`src/rtl/brc_defs.vh`:
```
// constants of the buffer ram control register bank
// Summary of operation
// RQ1 - reset command: write-only, code a9, value f6
// RQ2 - reset value clears registers, buffer memory kept
// RQ3 - any other value written is ignored
// RQ4 - one iso length sizes both iso buffers
// RQ5 - software keeps ack plus twice iso within 1000h
// RQ6 - iso length: read 2a, write aa, reset zero
// RQ7 - ack length: read 2b, write ab, reset zero
// RQ8 - status bits 0..2: iso0, iso1, ack full
// RQ9 - status bits 3..5: buffers consumed by controller
// RQ10 - status bits 15..6 read zero
// RQ11 - read-only iso0 read-back byte count, code 2d
// RQ12 - software loads counter from read-back count first
// RQ13 - pointer steps two; end sets irq bit 2
`ifndef BRC_DEFS_VH
`define BRC_DEFS_VH

`define BRC_ADDR_W          12
`define BRC_IDX_W           10

// register indices; byte address is four times the index
`define BRC_IDX_ISO_LEN_RD  10'h02a
`define BRC_IDX_ACK_LEN_RD  10'h02b
`define BRC_IDX_STATUS_RD   10'h02c
`define BRC_IDX_RDBACK_RD   10'h02d
`define BRC_IDX_SOFT_RST_WR 10'h0a9
`define BRC_IDX_ISO_LEN_WR  10'h0aa
`define BRC_IDX_ACK_LEN_WR  10'h0ab
`define BRC_IDX_IRQ_STAT    10'h030
`define BRC_IDX_IRQ_MASK    10'h031

`define BRC_SOFT_RST_VALUE  16'h00f6
`define BRC_REG_RESET       16'h0000
`define BRC_PTR_STEP        16'h0002
`define BRC_PTR_RESET       16'h0000

// buffer fill status fields
`define BRC_ST_ISO0_FULL    0
`define BRC_ST_ISO1_FULL    1
`define BRC_ST_ACK_FULL     2
`define BRC_ST_ISO0_DONE    3
`define BRC_ST_ISO1_DONE    4
`define BRC_ST_ACK_DONE     5
`define BRC_ST_USED_W       6

// buffer selects
`define BRC_SEL_ISO0        2'h0
`define BRC_SEL_ISO1        2'h1
`define BRC_SEL_ACK         2'h2

// interrupt status and mask fields
`define BRC_IRQ_W           3
`define BRC_IRQ_CONSUMED    0
`define BRC_IRQ_RDBACK      1
`define BRC_IRQ_EOT         2
`define BRC_IRQ_RESET       3'h0

`define BRC_RESP_OKAY       2'h0
`define BRC_RESP_SLVERR     2'h2

`endif

```
`src/rtl/brc_eot_tracker.v`:
```
// buffer ram word pointer and end-of-transfer detector
`timescale 1ns/1ps
`default_nettype none
`include "brc_defs.vh"

module brc_eot_tracker (
  input  wire        aclk,
  input  wire        clear,
  input  wire        start,
  input  wire [1:0]  start_sel,
  input  wire        start_write,
  input  wire        word_done,
  input  wire [15:0] xfer_count,
  output reg         active_reg,
  output reg  [1:0]  sel_reg,
  output reg         write_reg,
  output reg  [15:0] ptr_reg,
  output reg         eot_reg
);

  wire [15:0] ptr_next;

  assign ptr_next = ptr_reg + `BRC_PTR_STEP; // [RQ13]

  always @(posedge aclk) begin
    if (clear) begin
      active_reg <= 1'b0;
      sel_reg    <= `BRC_SEL_ISO0;
      write_reg  <= 1'b0;
      ptr_reg    <= `BRC_PTR_RESET;
      eot_reg    <= 1'b0;
    end else begin
      eot_reg <= 1'b0;
      if (start) begin
        active_reg <= 1'b1;
        sel_reg    <= start_sel;
        write_reg  <= start_write;
        ptr_reg    <= `BRC_PTR_RESET;
      end else if (active_reg && word_done) begin
        ptr_reg <= ptr_next; // [RQ13]
        // an odd count still ends on the word that covers its last byte
        if (ptr_next >= xfer_count) begin
          active_reg <= 1'b0;
          eot_reg    <= 1'b1; // [RQ13]
        end
      end
    end
  end

endmodule
`default_nettype wire

```
`src/rtl/brc_regs.v`:
```
// buffer ram control register bank with axi4-lite slave
`timescale 1ns/1ps
`default_nettype none
`include "brc_defs.vh"

module brc_regs (
  input  wire                  aclk,
  input  wire                  aresetn,
  // axi4-lite write address
  input  wire [`BRC_ADDR_W-1:0] s_axi_awaddr,
  input  wire [2:0]            s_axi_awprot,
  input  wire                  s_axi_awvalid,
  output wire                  s_axi_awready,
  // axi4-lite write data
  input  wire [31:0]           s_axi_wdata,
  input  wire [3:0]            s_axi_wstrb,
  input  wire                  s_axi_wvalid,
  output wire                  s_axi_wready,
  // axi4-lite write response
  output reg  [1:0]            s_axi_bresp,
  output reg                   s_axi_bvalid,
  input  wire                  s_axi_bready,
  // axi4-lite read address
  input  wire [`BRC_ADDR_W-1:0] s_axi_araddr,
  input  wire [2:0]            s_axi_arprot,
  input  wire                  s_axi_arvalid,
  output wire                  s_axi_arready,
  // axi4-lite read data
  output reg  [31:0]           s_axi_rdata,
  output reg  [1:0]            s_axi_rresp,
  output reg                   s_axi_rvalid,
  input  wire                  s_axi_rready,
  // buffer ram access from the data ports
  input  wire                  buf_access_start,
  input  wire [1:0]            buf_access_sel,
  input  wire                  buf_access_write,
  input  wire                  buf_word_done,
  input  wire [15:0]           transfer_byte_counter,
  // controller side events
  input  wire                  iso0_consumed_evt,
  input  wire                  iso1_consumed_evt,
  input  wire                  ack_consumed_evt,
  input  wire                  iso0_count_valid,
  input  wire [15:0]           iso0_count,
  // outputs to the rest of the controller
  output wire [15:0]           iso_buffer_length,
  output wire [15:0]           ack_list_buffer_length,
  output wire [15:0]           buf_word_ptr,
  output wire                  soft_reset_pulse,
  output wire                  end_of_transfer_irq,
  output wire                  irq
);

  ////////////////////////////////////////////////////////////////////////
  // register state

  reg  [15:0]              iso_len_reg;
  reg  [15:0]              ack_len_reg;
  reg  [`BRC_ST_USED_W-1:0] status_reg;
  reg  [15:0]              rdback_reg;
  reg  [`BRC_IRQ_W-1:0]    irq_stat_reg;
  reg  [`BRC_IRQ_W-1:0]    irq_mask_reg;
  reg                      soft_rst_reg;

  reg  [`BRC_ST_USED_W-1:0] status_next;
  reg  [`BRC_IRQ_W-1:0]    irq_stat_next;
  reg  [`BRC_IRQ_W-1:0]    irq_set;

  // the bus side keeps its own state so an answer is never lost
  reg                      aw_held_reg;
  reg  [`BRC_ADDR_W-1:0]   aw_addr_reg;
  reg                      w_held_reg;
  reg  [31:0]              w_data_reg;
  reg  [3:0]               w_strb_reg;

  wire                     regs_clear;
  wire                     wr_commit;
  wire [`BRC_IDX_W-1:0]    wr_idx;
  wire [`BRC_IDX_W-1:0]    rd_idx;
  wire                     rd_take;
  wire                     eot_pulse;
  wire [1:0]               trk_sel;
  wire                     trk_write;

  reg                      wr_mapped;
  reg  [31:0]              rd_data;
  reg                      rd_mapped;

  ////////////////////////////////////////////////////////////////////////
  // helpers

  function [15:0] merge16;
    input [15:0] old_val;
    input [31:0] wdata;
    input [3:0]  strb;
    begin
      merge16[15:8] = strb[1] ? wdata[15:8] : old_val[15:8];
      merge16[7:0]  = strb[0] ? wdata[7:0]  : old_val[7:0];
    end
  endfunction

  // a soft reset clears the registers but not the bus handshake
  assign regs_clear = !aresetn || soft_rst_reg; // [RQ2]

  ////////////////////////////////////////////////////////////////////////
  // axi4-lite write path

  assign s_axi_awready = !aw_held_reg;
  assign s_axi_wready  = !w_held_reg;
  assign wr_commit     = aw_held_reg && w_held_reg && !s_axi_bvalid;
  assign wr_idx        = aw_addr_reg[`BRC_ADDR_W-1:2];

  always @(posedge aclk) begin
    if (!aresetn) begin
      aw_held_reg  <= 1'b0;
      aw_addr_reg  <= {`BRC_ADDR_W{1'b0}};
      w_held_reg   <= 1'b0;
      w_data_reg   <= 32'h0;
      w_strb_reg   <= 4'h0;
      s_axi_bvalid <= 1'b0;
      s_axi_bresp  <= `BRC_RESP_OKAY;
    end else begin
      if (s_axi_awvalid && s_axi_awready) begin
        aw_held_reg <= 1'b1;
        aw_addr_reg <= s_axi_awaddr;
      end else if (wr_commit) begin
        aw_held_reg <= 1'b0;
      end
      if (s_axi_wvalid && s_axi_wready) begin
        w_held_reg <= 1'b1;
        w_data_reg <= s_axi_wdata;
        w_strb_reg <= s_axi_wstrb;
      end else if (wr_commit) begin
        w_held_reg <= 1'b0;
      end
      if (wr_commit) begin
        s_axi_bvalid <= 1'b1;
        s_axi_bresp  <= wr_mapped ? `BRC_RESP_OKAY : `BRC_RESP_SLVERR;
      end else if (s_axi_bvalid && s_axi_bready) begin
        s_axi_bvalid <= 1'b0;
      end
    end
  end

  always @* begin
    if (wr_idx == `BRC_IDX_SOFT_RST_WR) begin
      wr_mapped = 1'b1;
    end else if (wr_idx == `BRC_IDX_ISO_LEN_WR) begin
      wr_mapped = 1'b1;
    end else if (wr_idx == `BRC_IDX_ACK_LEN_WR) begin
      wr_mapped = 1'b1;
    end else if (wr_idx == `BRC_IDX_IRQ_STAT) begin
      wr_mapped = 1'b1;
    end else if (wr_idx == `BRC_IDX_IRQ_MASK) begin
      wr_mapped = 1'b1;
    end else begin
      wr_mapped = 1'b0;
    end
  end

  ////////////////////////////////////////////////////////////////////////
  // software reset command

  // only the full 16-bit reset value counts; anything else is dropped
  always @(posedge aclk) begin
    if (!aresetn) begin
      soft_rst_reg <= 1'b0;
    end else begin
      soft_rst_reg <= wr_commit && (wr_idx == `BRC_IDX_SOFT_RST_WR) &&
                      (w_data_reg[15:0] == `BRC_SOFT_RST_VALUE); // [RQ1] [RQ3]
    end
  end

  assign soft_reset_pulse = soft_rst_reg; // [RQ2]

  ////////////////////////////////////////////////////////////////////////
  // buffer length registers

  // no check of the sum against the ram size: software keeps it in range
  always @(posedge aclk) begin
    if (regs_clear) begin
      iso_len_reg <= `BRC_REG_RESET; // [RQ6]
      ack_len_reg <= `BRC_REG_RESET; // [RQ7]
    end else if (wr_commit) begin
      if (wr_idx == `BRC_IDX_ISO_LEN_WR) begin
        iso_len_reg <= merge16(iso_len_reg, w_data_reg, w_strb_reg); // [RQ6]
      end else if (wr_idx == `BRC_IDX_ACK_LEN_WR) begin
        ack_len_reg <= merge16(ack_len_reg, w_data_reg, w_strb_reg); // [RQ7]
      end
    end
  end

  // both iso buffers take the one length
  assign iso_buffer_length      = iso_len_reg; // [RQ4]
  assign ack_list_buffer_length = ack_len_reg;

  ////////////////////////////////////////////////////////////////////////
  // buffer pointer and end of transfer

  brc_eot_tracker u_tracker (
    .aclk        (aclk),
    .clear       (regs_clear),
    .start       (buf_access_start),
    .start_sel   (buf_access_sel),
    .start_write (buf_access_write),
    .word_done   (buf_word_done),
    .xfer_count  (transfer_byte_counter),
    .active_reg  (),
    .sel_reg     (trk_sel),
    .write_reg   (trk_write),
    .ptr_reg     (buf_word_ptr),
    .eot_reg     (eot_pulse)
  );

  assign end_of_transfer_irq = eot_pulse;

  ////////////////////////////////////////////////////////////////////////
  // buffer fill status

  // a write that ends fills the buffer and clears its consumed flag;
  // a read that ends empties it; controller events set consumed flags
  always @* begin
    status_next = status_reg;
    if (eot_pulse) begin
      if (trk_sel == `BRC_SEL_ISO0) begin
        status_next[`BRC_ST_ISO0_FULL] = trk_write; // [RQ8] [RQ13]
        if (trk_write) begin
          status_next[`BRC_ST_ISO0_DONE] = 1'b0;
        end
      end else if (trk_sel == `BRC_SEL_ISO1) begin
        status_next[`BRC_ST_ISO1_FULL] = trk_write; // [RQ8] [RQ13]
        if (trk_write) begin
          status_next[`BRC_ST_ISO1_DONE] = 1'b0;
        end
      end else if (trk_sel == `BRC_SEL_ACK) begin
        status_next[`BRC_ST_ACK_FULL] = trk_write; // [RQ8] [RQ13]
        if (trk_write) begin
          status_next[`BRC_ST_ACK_DONE] = 1'b0;
        end
      end
    end
    // a consumed event wins over a clear in the same cycle
    if (iso0_consumed_evt) begin
      status_next[`BRC_ST_ISO0_DONE] = 1'b1; // [RQ9]
    end
    if (iso1_consumed_evt) begin
      status_next[`BRC_ST_ISO1_DONE] = 1'b1; // [RQ9]
    end
    if (ack_consumed_evt) begin
      status_next[`BRC_ST_ACK_DONE] = 1'b1; // [RQ9]
    end
  end

  always @(posedge aclk) begin
    if (regs_clear) begin
      status_reg <= {`BRC_ST_USED_W{1'b0}};
    end else begin
      status_reg <= status_next;
    end
  end

  ////////////////////////////////////////////////////////////////////////
  // iso0 read-back count

  always @(posedge aclk) begin
    if (regs_clear) begin
      rdback_reg <= `BRC_REG_RESET; // [RQ11]
    end else if (iso0_count_valid) begin
      rdback_reg <= iso0_count; // [RQ11]
    end
  end

  ////////////////////////////////////////////////////////////////////////
  // interrupt status and mask

  always @* begin
    irq_set = {`BRC_IRQ_W{1'b0}};
    irq_set[`BRC_IRQ_CONSUMED] = iso0_consumed_evt || iso1_consumed_evt ||
                                 ack_consumed_evt;
    irq_set[`BRC_IRQ_RDBACK]   = iso0_count_valid;
    irq_set[`BRC_IRQ_EOT]      = eot_pulse; // [RQ13]
    irq_stat_next = irq_stat_reg;
    if (wr_commit && (wr_idx == `BRC_IDX_IRQ_STAT) && w_strb_reg[0]) begin
      irq_stat_next = irq_stat_reg & ~w_data_reg[`BRC_IRQ_W-1:0];
    end
    // set wins over a write-one-to-clear in the same cycle
    irq_stat_next = irq_stat_next | irq_set;
  end

  always @(posedge aclk) begin
    if (regs_clear) begin
      irq_stat_reg <= `BRC_IRQ_RESET;
      irq_mask_reg <= `BRC_IRQ_RESET;
    end else begin
      irq_stat_reg <= irq_stat_next;
      if (wr_commit && (wr_idx == `BRC_IDX_IRQ_MASK) && w_strb_reg[0]) begin
        irq_mask_reg <= w_data_reg[`BRC_IRQ_W-1:0];
      end
    end
  end

  assign irq = |(irq_stat_reg & irq_mask_reg);

  ////////////////////////////////////////////////////////////////////////
  // axi4-lite read path

  assign s_axi_arready = !s_axi_rvalid;
  assign rd_take       = s_axi_arvalid && s_axi_arready;
  assign rd_idx        = s_axi_araddr[`BRC_ADDR_W-1:2];

  // the reset command and write codes read back as unmapped
  always @* begin
    rd_data   = 32'h0;
    rd_mapped = 1'b1;
    if (rd_idx == `BRC_IDX_ISO_LEN_RD) begin
      rd_data[15:0] = iso_len_reg; // [RQ6]
    end else if (rd_idx == `BRC_IDX_ACK_LEN_RD) begin
      rd_data[15:0] = ack_len_reg; // [RQ7]
    end else if (rd_idx == `BRC_IDX_STATUS_RD) begin
      // upper bits stay zero from the default
      rd_data[`BRC_ST_USED_W-1:0] = status_reg; // [RQ8] [RQ9] [RQ10]
    end else if (rd_idx == `BRC_IDX_RDBACK_RD) begin
      rd_data[15:0] = rdback_reg; // [RQ11]
    end else if (rd_idx == `BRC_IDX_IRQ_STAT) begin
      rd_data[`BRC_IRQ_W-1:0] = irq_stat_reg;
    end else if (rd_idx == `BRC_IDX_IRQ_MASK) begin
      rd_data[`BRC_IRQ_W-1:0] = irq_mask_reg;
    end else begin
      rd_mapped = 1'b0;
    end
  end

  always @(posedge aclk) begin
    if (!aresetn) begin
      s_axi_rvalid <= 1'b0;
      s_axi_rdata  <= 32'h0;
      s_axi_rresp  <= `BRC_RESP_OKAY;
    end else if (rd_take) begin
      s_axi_rvalid <= 1'b1;
      s_axi_rdata  <= rd_data;
      s_axi_rresp  <= rd_mapped ? `BRC_RESP_OKAY : `BRC_RESP_SLVERR;
    end else if (s_axi_rvalid && s_axi_rready) begin
      s_axi_rvalid <= 1'b0;
    end
  end

endmodule
`default_nettype wire

```
`config.mk`:
```
export PLATFORM = sky130hd
export DESIGN_NAME = brc_regs
export DESIGN_NICKNAME = d
export VERILOG_FILES = /design/src/rtl/brc_eot_tracker.v /design/src/rtl/brc_regs.v
export VERILOG_INCLUDE_DIRS = /design/src /design/src/rtl
export SDC_FILE = /design/constraint.sdc
export NUM_CORES = 1
export LEC_CHECK = 0
export ABC_AREA = 0
export ABC_CLOCK_PERIOD_IN_PS = 3640
export BUFFER_PORTS_ARGS = -buffer_cell sky130_fd_sc_hd__buf_2
export CAP_MARGIN = 20
export CORE_MARGIN = 2
export CORE_UTILIZATION = 25
export CTS_CLUSTER_SIZE = 12
export DETAILED_ROUTE_END_ITERATION = 16
export GPL_TIMING_DRIVEN = 1
export MAX_ROUTING_LAYER = met4
export PLACE_DENSITY_LB_ADDON = 0.1
export SLEW_MARGIN = 20
export SYNTH_ARGS = -nofsm -noshare
export SYNTH_HDL_FRONTEND = slang
export SYNTH_SLANG_ARGS = --single-unit
```
`constraint.sdc`:
```
create_clock -name aclk -period 3.64 [get_ports aclk]
set_input_delay 0.182 -clock aclk [delete_from_list [all_inputs] [get_ports aclk]]
set_output_delay 0.182 -clock aclk [all_outputs]
set_load 0.01 [all_outputs]
```
==> results of run 1 <==
-- cell type report --
| class | instances | area share [%] |
|---|---|---|
| sequential | 131 | 32.4 |
| tap | 324 | 5.01 |
| timing repair buffer | 193 | 13.9 |
| clock inverter | 15 | 2.04 |
| clock buffer | 17 | 5.25 |
| multi-input combinational | 522 | 40.2 |
| inverter | 25 | 1.16 |
-- cells by family after synthesis --
logic type	Yosys count
simple gates	280
flops	131
compound gates	126
buf+inv	79
mux	57
xor+xnor	24
fa+ha+maj	16
other cells	1
-- how the worst max path moves through the flow --
stage / start / end / slack, ns / cells after the start
finish: u_tracker.ptr_reg[1] / u_tracker.eot_reg / 0.71 / 11
global route: u_tracker.ptr_reg[1] / u_tracker.eot_reg / 0.44 / 11
CTS: u_tracker.ptr_reg[1] / u_tracker.eot_reg / 0.65 / 11
detailed placement: u_tracker.ptr_reg[1] / u_tracker.eot_reg / 0.66 / 11
global placement: u_tracker.ptr_reg[1] / u_tracker.eot_reg / 0.73 / 11
floorplan: u_tracker.ptr_reg[1] / u_tracker.active_reg / 0.95 / 12
-- worst max-delay path, cell delays in order, from the launching register on --
cell and delay (ns):
dfxtp_1 0.44, ha_1 0.26, nand3_2 0.15, or2_0 0.37, or3_4 0.42, nor2_2 0.12, xor2_1 0.17, ha_1 0.26
nand4_1 0.12, a21oi_1 0.05, a211oi_1 0.30, a211oi_1 0.12
-- what timing repair did --
action,4_1_cts,5_1_grt
hold buffers,30,0
buffers inserted,0,0
hold endpoints to repair,29,0
endpoints found under the setup margin,0,0
-- metal layers --
| layer | part of all wire [%] | vias up | wire, µm | global-route usage [%] |
|---|---|---|---|---|
| met5 | 0 | - | 0 | - |
| met4 | 0.81 | 0 | 155 | 3.90 |
| met3 | 5.7 | 8 | 1090 | 3.98 |
| met2 | 43 | 130 | 8160 | 22.3 |
| met1 | 51 | 2410 | 9660 | 20.9 |
| li1 | - | 2771 | - | - |
-- per-stage QoR --
stage | instance area [µm²] | total power, mW | setup WS, ns
floorplan | 6260 | 1.72 | 0.954
global placement | 7210 | 1.83 | 0.728
finish | 8100 | 3.55 | 0.709
global route | 8100 | 3.72 | 0.439
detailed placement | 7210 | 1.83 | 0.661
CTS | 8100 | 3.62 | 0.649
-- where the power goes --
| part | switching (mW) | internal, mW |
|---|---|---|
| registers | 0.0442 | 1.48 |
| clock network | 0.762 | 0.979 |
| logic | 0.160 | 0.132 |
| total | 0.966 | 2.59 |
-- placed cells by master, fill, tap and decap left out, types with 5 or more instances in the layout --
cell type	n
buf_4	5
a21boi_0	28
conb_1	19
o21ai_0	35
clkbuf_16	17
nand2b_1	14
a21oi_1	22
inv_1	25
dlygate4sd3_1	30
xor2_1	10
dfxtp_1	131
nand2_1	97
nand3_1	13
mux2i_1	54
nand4_1	7
buf_2	158
ha_1	16
o21ai_1	6
a22o_1	10
nor3_1	11
inv_8	6
xnor2_1	14
or3_1	7
nor2_1	83
nand3b_1	7
nor2b_1	10
-- Yosys cell counts, drive strengths merged, types with 2 or more instances --
cell type | n | area [µm²]
inv | 25 | 93.8
and2 | 2 | 12.5
nand3b | 7 | 52.6
and3b | 3 | 26.3
or4b | 2 | 20.0
nand2b | 15 | 93.8
or3 | 9 | 62.6
nor3 | 13 | 87.6
clkbuf | 26 | 98.8
a21boi | 28 | 210
nor2 | 85 | 324
nand3 | 15 | 92.6
o21ai | 41 | 205
a22oi | 3 | 22.5
nand2 | 97 | 364
buf | 28 | 188
a31oi | 2 | 12.5
a32oi | 3 | 26.3
xnor2 | 14 | 123
a211oi | 3 | 22.5
nand4 | 7 | 43.8
xor2 | 10 | 87.6
nor4 | 5 | 46.3
a22o | 10 | 87.6
nor4b | 2 | 23.8
nor2b | 10 | 62.6
a221o | 3 | 30.0
a21oi | 22 | 110
mux2 | 3 | 33.8
mux2i | 54 | 541
ha | 16 | 200
dfxtp | 131 | 2620
o21a | 2 | 15.0
and3 | 2 | 12.5
==> results.md, run 1 <==
* P per Cell Area at 439 mW/mm²
* Worst setup SP type: flip-flop
* Sequential fraction of the synthesis area at 42.4%
* Number of synthesized flops with an enable pin at 0
* Die Wd at 161 µm
* Share of post-route cells with drive strength above 1 at 23.5%
* Critical path data required time at 3.91 ns
* DIE AREA at 0.0260 mm²
* Final setup TNS at 0 ns
* Hold WS at 0.0158 ns
* CP Capture Type: flip-flop
* CP arrival at 3.20 ns
* Total core area at 0.0243 mm²
* Synth Area in Simple Gates at 22.3%
* Initial antenna violation count at 0
* Finished Layout Cells at 1227
* Leak pwr at 3.66 nW
* Cell row count at 57
* Vias in the first global route at 5133
* Diode count at 0
* Detailed-route vias per instance at 4.33
* # DRC at 0
* Unique masters post-synth at 63
* Compound-cell area share of the yosys netlist at 13.3%
* Main combinational cell family by area after synthesis: simple AND/OR/NAND/NOR gates
* Initial core utilization at 25.5%
* Clock period minus worst slack at 2.93 ns
* #FFs+latches synth at 131
* Max-slew headroom at 43.0%
* Worst Max-Slew Pin Slew at 0.855 ns
* WL per Instance at 15.5 µm
* XOR/XNOR Fraction of Synth Area at 3.40%
* Post-Syn Area at 0.00619 mm²
* Setup CP Type: flip-flop to flip-flop
* Count of pins over their slew limit at 0
* Final period util at 80.5%
* Syn Area/Cell at 8.67 µm²
* Asr flop ratio synth at 0%
* Hold Startpoint: buf_access_sel[1]
* Hold Crit Endpoint: u_tracker.sel_reg[1]
* Final hold vios at 0
* Dpl cells at 1165
* Reg area at 0.00262 mm²
* Fill cells at 2659
* Clk buf depth at 2
* Reg2reg start: u_tracker.ptr_reg[1]
* Final setup fails at 0
* Peak supply drop at 0.229 mV
* Area of the multi-input gates at 0.00326 mm²
* GR Overflow Total at 0
* Max Cap Violations at 0
* Resize count post-CTS at 0
* Crit Path Max Fanout at 6
* Reg2Reg Depth at 11
* Reg-to-Reg End: u_tracker.eot_reg
* Post-Synth Adder-Cell Area at 3.23%
* Flop2flop setup slack at 0.71 ns
* Fin nets at 1020
* Initial DRC Count at 290
* CTS tree: yes
* Final Util at 33.3%
* Largest net degree at the start of global routing at 43
* Drt pass-1 iters at 5
* Skew final at 0.0131 ns
* Layout area overhead at 30.8%
* H-tree levels at 4
* Drt total wl at 19100 µm
* Routability congestion estimate at 0.728
* Main synth FF type: dfxtp_1
* Via count at 5319
* Clock transition at path regs at 0.06 ns
* Mux share of post-synthesis cell area at 9.28%
* Synth Instances at 714
* Die Height at 161 µm
* All-Layer GR Usage at 15.2%
* Clk_lat worst skew at 0.42 ns
* Fmax at 341 MHz
* CTS Buf Count at 17
* RSZ-0062 raised after global routing: no
* Clk Tree Root Cell: clkbuf_16
* Outcome: finished, final reports clean
* I/O pins at 206
* Clock Sinks at 131
* Port buffer count at 158
* HP Class: primary input to flip-flop
* Yosys warnings at 0
* HPWL Detailed at 14100 µm
* WHS Path Cells at 3
* First-pass GRT wire length at 29500 µm
* Antenna Nets Post-Route at 0
Power figures use the tool's default switching activity.
==> inputs of run 2 (changes only) <==
--- a/config.mk
+++ b/config.mk
@@ -7,7 +7,7 @@
 export NUM_CORES = 1
 export LEC_CHECK = 0
 export ABC_AREA = 0
-export ABC_CLOCK_PERIOD_IN_PS = 3640
+export ABC_CLOCK_PERIOD_IN_PS = 2500
 export BUFFER_PORTS_ARGS = -buffer_cell sky130_fd_sc_hd__buf_2
 export CAP_MARGIN = 20
 export CORE_MARGIN = 2
==> constraint.sdc (replaced) <==
create_clock -name aclk -period 2.5 [get_ports aclk]
set_input_delay 0.125 -clock aclk [delete_from_list [all_inputs] [get_ports aclk]]
set_output_delay 0.125 -clock aclk [all_outputs]
set_load 0.01 [all_outputs]
==> run 2 against run 1 <==
- clock power up 43%
- critical path type unchanged
- register-to-register slack worse by 0.63 ns
- utilization up 1.9 points
- largest power group unchanged
- combinational power up 62%
- flip-flop and latch count unchanged
- non-clock buffer count up 45
- die area unchanged
- fmax up 21%
==> results.md, run 2 (synthesized netlist as in run 1, its figures left out) <==
* Hold WS at 0.0278 ns
* Max-slew headroom at 54.2%
* Reg2Reg Depth at 10
* RSZ-0062 raised after global routing: yes
* Drt pass-1 iters at 5
* Clk buf depth at 2
* # DRC at 0
* Worst slack at placement at 0.00617 ns
* Design Area, Final at 0.00855 mm²
* Final hold vios at 0
* Drt total wl at 19600 µm
* Clock transition at path regs at 0.06 ns
* Layout area overhead at 38.1%
* Via count at 5530
* Outcome: finished, final reports clean
* Reg-to-Reg End: u_tracker.eot_reg
* HPWL Detailed at 14600 µm
* Most frequent cells in the layout: 158 x buf_2, 129 x dfxtp_1, 97 x nand2_1, 83 x nor2_1
* Final setup margin at 0.0815 ns
* Most common cell after layout, fill and taps aside: buf_2
* First-pass GRT wire length at 31000 µm
* Final setup fails at 0
* Reg2reg start: u_tracker.ptr_reg[2]
* Flop2flop setup slack at 0.08 ns
* Worst Max-Slew Pin Slew at 0.685 ns
* Largest net degree at the start of global routing at 30
* Antenna Nets Post-Route at 0
* Die Wd at 161 µm
* WL per Instance at 15.4 µm
* Total core area at 0.0243 mm²
* Final setup TNS at 0 ns
* H-tree levels at 4
* CTS tree: yes
* Placed inst area at 0.00739 mm²
* Peak supply drop at 0.265 mV
* Routability congestion estimate at 0.749
* Crit-path max cell delay at 0.40 ns
* Leak pwr at 3.87 nW
* Count of pins over their slew limit at 0
* Fmax at 413 MHz
* Clock period minus worst slack at 2.42 ns
* Setup CP Type: flip-flop to flip-flop
* CP Capture Point: u_tracker.eot_reg
* Cell family with most CP delay: simple AND/OR/NAND/NOR gates
* CP max-delay cell: or3_4
* Worst setup SP type: flip-flop
* DIE AREA at 0.0260 mm²
* Dpl cells at 1184
* All-Layer GR Usage at 16.0%
* Vias in the first global route at 5537
* HP Class: primary input to flip-flop
* Initial antenna violation count at 0
* Share of post-route cells with drive strength above 1 at 25.4%
* Clock Sinks at 131
* P per Cell Area at 604 mW/mm²
* Clk Tree Root Cell: clkbuf_16
* Final Power at 5.17 mW
* CP arrival at 2.74 ns
* Port buffer count at 158
* Crit Path Max Fanout at 5
* Cell count along the critical path at 10
* I/O pins at 206
* CP startpoint: u_tracker.ptr_reg[2]
* Crit path buffers/inverters at 0
* Clk_lat worst skew at 0.42 ns
* Critical path data required time at 2.82 ns
* Skew final at 0.00842 ns
* Final Util at 35.2%
* Diode count at 0
* Worst-path cell chain: ha_4 > nand3_2 > or2_1 > or3_4 > xnor2_1 > ha_1 > nand4_1 > nor2_1 > o21ai_1 > a211oi_1
* CP Capture Type: flip-flop
* Detailed-route vias per instance at 4.35
* Final period util at 96.7%
* Die Height at 161 µm
* Finished Layout Cells at 1272
* CTS Buf Count at 17
* GR Overflow Total at 0
* Initial DRC Count at 205
* Fin nets at 1065
* Max Cap Violations at 0
* Cell row count at 57
* Initial core utilization at 25.5%
-- run 2: cell count changes in the layout (fill, tap and decap cells not counted), sizes merged --
cell	change
buf	+21
bufinv	+1
clkinv	+5
dlygate4sd3	+24
inv	-6
-- run 2: cell type report --
cell class | count | area (µm²)
multi-input combinational | 522 | 3300
timing repair buffer | 238 | 1540
clock inverter | 15 | 158
fill | 2603 | 15800
sequential | 131 | 2630
inverter | 25 | 93.8
tap | 324 | 405
clock buffer | 17 | 425
-- run 2: power breakdown --
| group | leakage (nW) | total [mW] | internal, mW | switching [mW] |
|---|---|---|---|---|
| sequential | 1.07 | 2.21 | 2.15 | 0.0634 |
| clock | 0.284 | 2.48 | 1.48 | 1.01 |
| combinational | 2.52 | 0.471 | 0.226 | 0.245 |
| total | 3.87 | 5.17 | 3.85 | 1.32 |
-- run 2: how the worst min path moves through the flow --
stage,startpoint,to,slack (ns),cells past startpoint
3_3_place_gp,iso0_consumed_evt,status_reg[3],0.36,3
6_report,s_axi_wdata[0],w_data_reg[0],0.03,3
5_1_grt,s_axi_wdata[0],w_data_reg[0],0.03,3
2_1_floorplan,s_axi_awvalid,aw_held_reg,0.24,2
4_1_cts,s_axi_wdata[0],w_data_reg[0],0.009,3
3_5_place_dp,s_axi_awvalid,aw_held_reg,0.36,3
-- run 2: what timing repair did --
item | 4_1_cts | 5_1_grt
pin swaps | 1 | 9
gates resized for setup | 0 | 7
hold buffers | 54 | 0
endpoints found under the hold margin | 53 | 0
cloned | 0 | 0
setup buffers | 0 | 2
endpoints found under the setup margin | 1 | 2
-- run 2: worst reg2reg max path: cells and delay by family, from the launching register on --
| kind | cells | cell delay, ns |
|---|---|---|
| AOI/OAI and AO/OA | 2 | 0.35 |
| xor gates and xnor gates | 1 | 0.15 |
| adders and majority gates | 2 | 0.48 |
| DFF | 1 | 0.38 |
| and+or+nand+nor | 5 | 0.97 |
-- run 2: routing by layer --
metal / vias up / part of all wire (%) / wire length, µm / global-route usage (%)
met3: 10 / 5.7 / 1130 / 4.19
li1: 2862 / - / - / -
met4: 0 / 0.76 / 149 / 3.90
met2: 140 / 45 / 8770 / 24.2
met5: - / 0 / 0 / -
met1: 2518 / 49 / 9570 / 21.3
==> inputs of run 3 (changes only) <==
--- a/config.mk
+++ b/config.mk
@@ -15,6 +15,7 @@
 export CTS_CLUSTER_SIZE = 12
 export DETAILED_ROUTE_END_ITERATION = 16
 export GPL_TIMING_DRIVEN = 1
+export HOLD_SLACK_MARGIN = 0.08
 export MAX_ROUTING_LAYER = met4
 export PLACE_DENSITY_LB_ADDON = 0.1
 export SLEW_MARGIN = 20
==> run 3 against run 2 <==
- worst setup slack about the same
- largest cell class unchanged
- count of clock-buffer cells in the layout did not move
- worst hold slack improved by 0.12 ns
- die area is the same
- routed wire length about the same
- global-route usage barely moved
- register-to-register slack about the same
- clock power barely moved
- sequential share of layout area decreased by 0.14 points
- total power grew 0.12%
- largest power group unchanged
==> results.md, run 3 (synthesized netlist as in run 1, its figures left out) <==
* Worst setup SP type: flip-flop
* Clock period minus worst slack at 2.42 ns
* Die Wd at 161 µm
* H-tree levels at 4
* WL per Instance at 15.4 µm
* Crit path buffers/inverters at 0
* Final period util at 96.7%
* Max Cap Violations at 0
* Final setup fails at 0
* Port buffer count at 158
* Routability congestion estimate at 0.749
* Fin nets at 1069
* Clk buf depth at 2
* Skew final at 0.00815 ns
* Most common cell after layout, fill and taps aside: buf_2
* Leak pwr at 3.88 nW
* # DRC at 0
* Crit-path max cell delay at 0.40 ns
* Clk_lat worst skew at 0.42 ns
* CP arrival at 2.74 ns
* Initial antenna violation count at 0
* Reg2Reg Depth at 10
* Setup CP Type: flip-flop to flip-flop
* Most frequent cells in the layout: 158 x buf_2, 129 x dfxtp_1, 97 x nand2_1, 83 x nor2_1, 58 x dlygate4sd3_1
* Outcome: finished, final reports clean
* I/O pins at 206
* Clock Sinks at 131
* Drt pass-1 iters at 4
* Cell row count at 57
* Initial core utilization at 25.5%
* Reg-to-Reg End: u_tracker.eot_reg
* All-Layer GR Usage at 16.0%
* Pint at 3.86 mW
* Crit Path Max Fanout at 5
* CTS tree: yes
* CP startpoint: u_tracker.ptr_reg[2]
* Peak supply drop at 0.264 mV
* Clk Tree Root Cell: clkbuf_16
* Initial DRC Count at 206
* Switch share at 25.4%
* Fmax at 414 MHz
* Detailed-route vias per instance at 4.33
* Clock transition at path regs at 0.06 ns
* Diode count at 0
* Die Height at 161 µm
* Hold Startpoint: buf_word_done
* Sequential share of power at 42.8%
* HP Class: primary input to flip-flop
* Reg2reg start: u_tracker.ptr_reg[2]
* Final setup TNS at 0 ns
* Design Area, Final at 0.00859 mm²
* RSZ-0062 raised after global routing: yes
* Vias in the first global route at 5565
* Flop2flop setup slack at 0.08 ns
* Combinational share of power at 9.2%
* Max-slew headroom at 53.6%
* Via count at 5525
* Largest net degree at the start of global routing at 30
* First-pass GRT wire length at 31100 µm
* Layout area overhead at 38.8%
* CTS Buf Count at 17
* CP max-delay cell: or3_4
* Drt total wl at 19600 µm
* Total core area at 0.0243 mm²
* Count of pins over their slew limit at 0
* Placed inst area at 0.00739 mm²
* Worst-path cell chain: ha_4 > nand3_2 > or2_1 > or3_4 > xnor2_1 > ha_1 > nand4_1 > nor2_1 > o21ai_1 > a211oi_1
* Critical path data required time at 2.82 ns
* Final hold vios at 0
* Cell family with most CP delay: simple AND/OR/NAND/NOR gates
* Worst Max-Slew Pin Slew at 0.694 ns
* Hold Crit Endpoint: u_tracker.active_reg
* CP Capture Type: flip-flop
* P per Cell Area at 602 mW/mm²
* NetSw at 1.32 mW
* Antenna Nets Post-Route at 0
* Cell count along the critical path at 10
* GR Overflow Total at 0
* DIE AREA at 0.0260 mm²
* WHS Path Cells at 5
* HPWL Detailed at 14600 µm
* Clock Power Share at 48.0%
* Share of post-route cells with drive strength above 1 at 25.3%
==> run 3: cell count changes in the layout (fill, tap and decap cells not counted), sizes merged <==
cell / delta
dlygate4sd3: +4
==> run 3: worst reg2reg max path, delay by kind of cell, from the launching register on <==
family                     cells  cell delay [ns]
AOI/OAI and AO/OA              2             0.35
and+or+nand+nor                5             0.97
DFF                            1             0.38
xor gates and xnor gates       1             0.15
adders and majority gates      2             0.48
==> run 3: how the worst max path moves through the flow <==
stage / to / slack [ns]
after floorplan: u_tracker.active_reg / 0.01
after global placement: u_tracker.eot_reg / 0.04
after detailed placement: u_tracker.eot_reg / 0.006
after CTS: u_tracker.eot_reg / 0.007
after global routing: u_tracker.eot_reg / -0.09
final: u_tracker.eot_reg / 0.08
==> run 3: metrics by stage <==
stage               util (%)  hold slack [ns]  cells  power (mW)  setup WS [ns]
CTS                     35.2            0.140   1274        5.26        0.00746
detailed placement      30.4            0.361   1184        2.67        0.00617
floorplan                  -            0.241    732        2.50         0.0125
finish                  35.3            0.149   1276        5.17         0.0816
global placement        30.4            0.358   1184        2.67         0.0358
global route            35.3            0.167   1276        5.43        -0.0923
==> run 3: layer usage <==
metal  GRT usage (%)  vias to the layer above  part of all wire [%]
li1                -                     2868                     -
met5               -                        -                     0
met3            4.19                        8                   5.7
met2            24.3                      136                    45
met4            3.90                        0                  0.65
met1            21.3                     2513                    49
==> run 3: layout make-up <==
type                       instances  area (µm²)
fill                            2600       15700
multi-input combinational        522        3300
sequential                       131        2630
timing repair buffer             242        1580
clock buffer                      17         425
tap                              324         405
clock inverter                    15         158
inverter                          25        93.8
==> run 3: what timing repair did <==
action,4_1_cts,5_1_grt
buffers inserted,0,2
setup endpoints to repair,1,2
hold buffers,58,0
pin swaps,1,9
endpoints found under the hold margin,55,0
gates resized for setup,0,7
==> run 3: power groups by stage <==
| stage | clock network, mW | logic (mW) | registers [mW] |
|---|---|---|---|
| after global routing | 2.67 | 0.537 | 2.22 |
| after CTS | 2.56 | 0.485 | 2.21 |
| after global placement | 0 | 0.412 | 2.26 |
| final | 2.48 | 0.477 | 2.21 |
| after floorplan | 0 | 0.260 | 2.24 |
| after detailed placement | 0 | 0.411 | 2.26 |
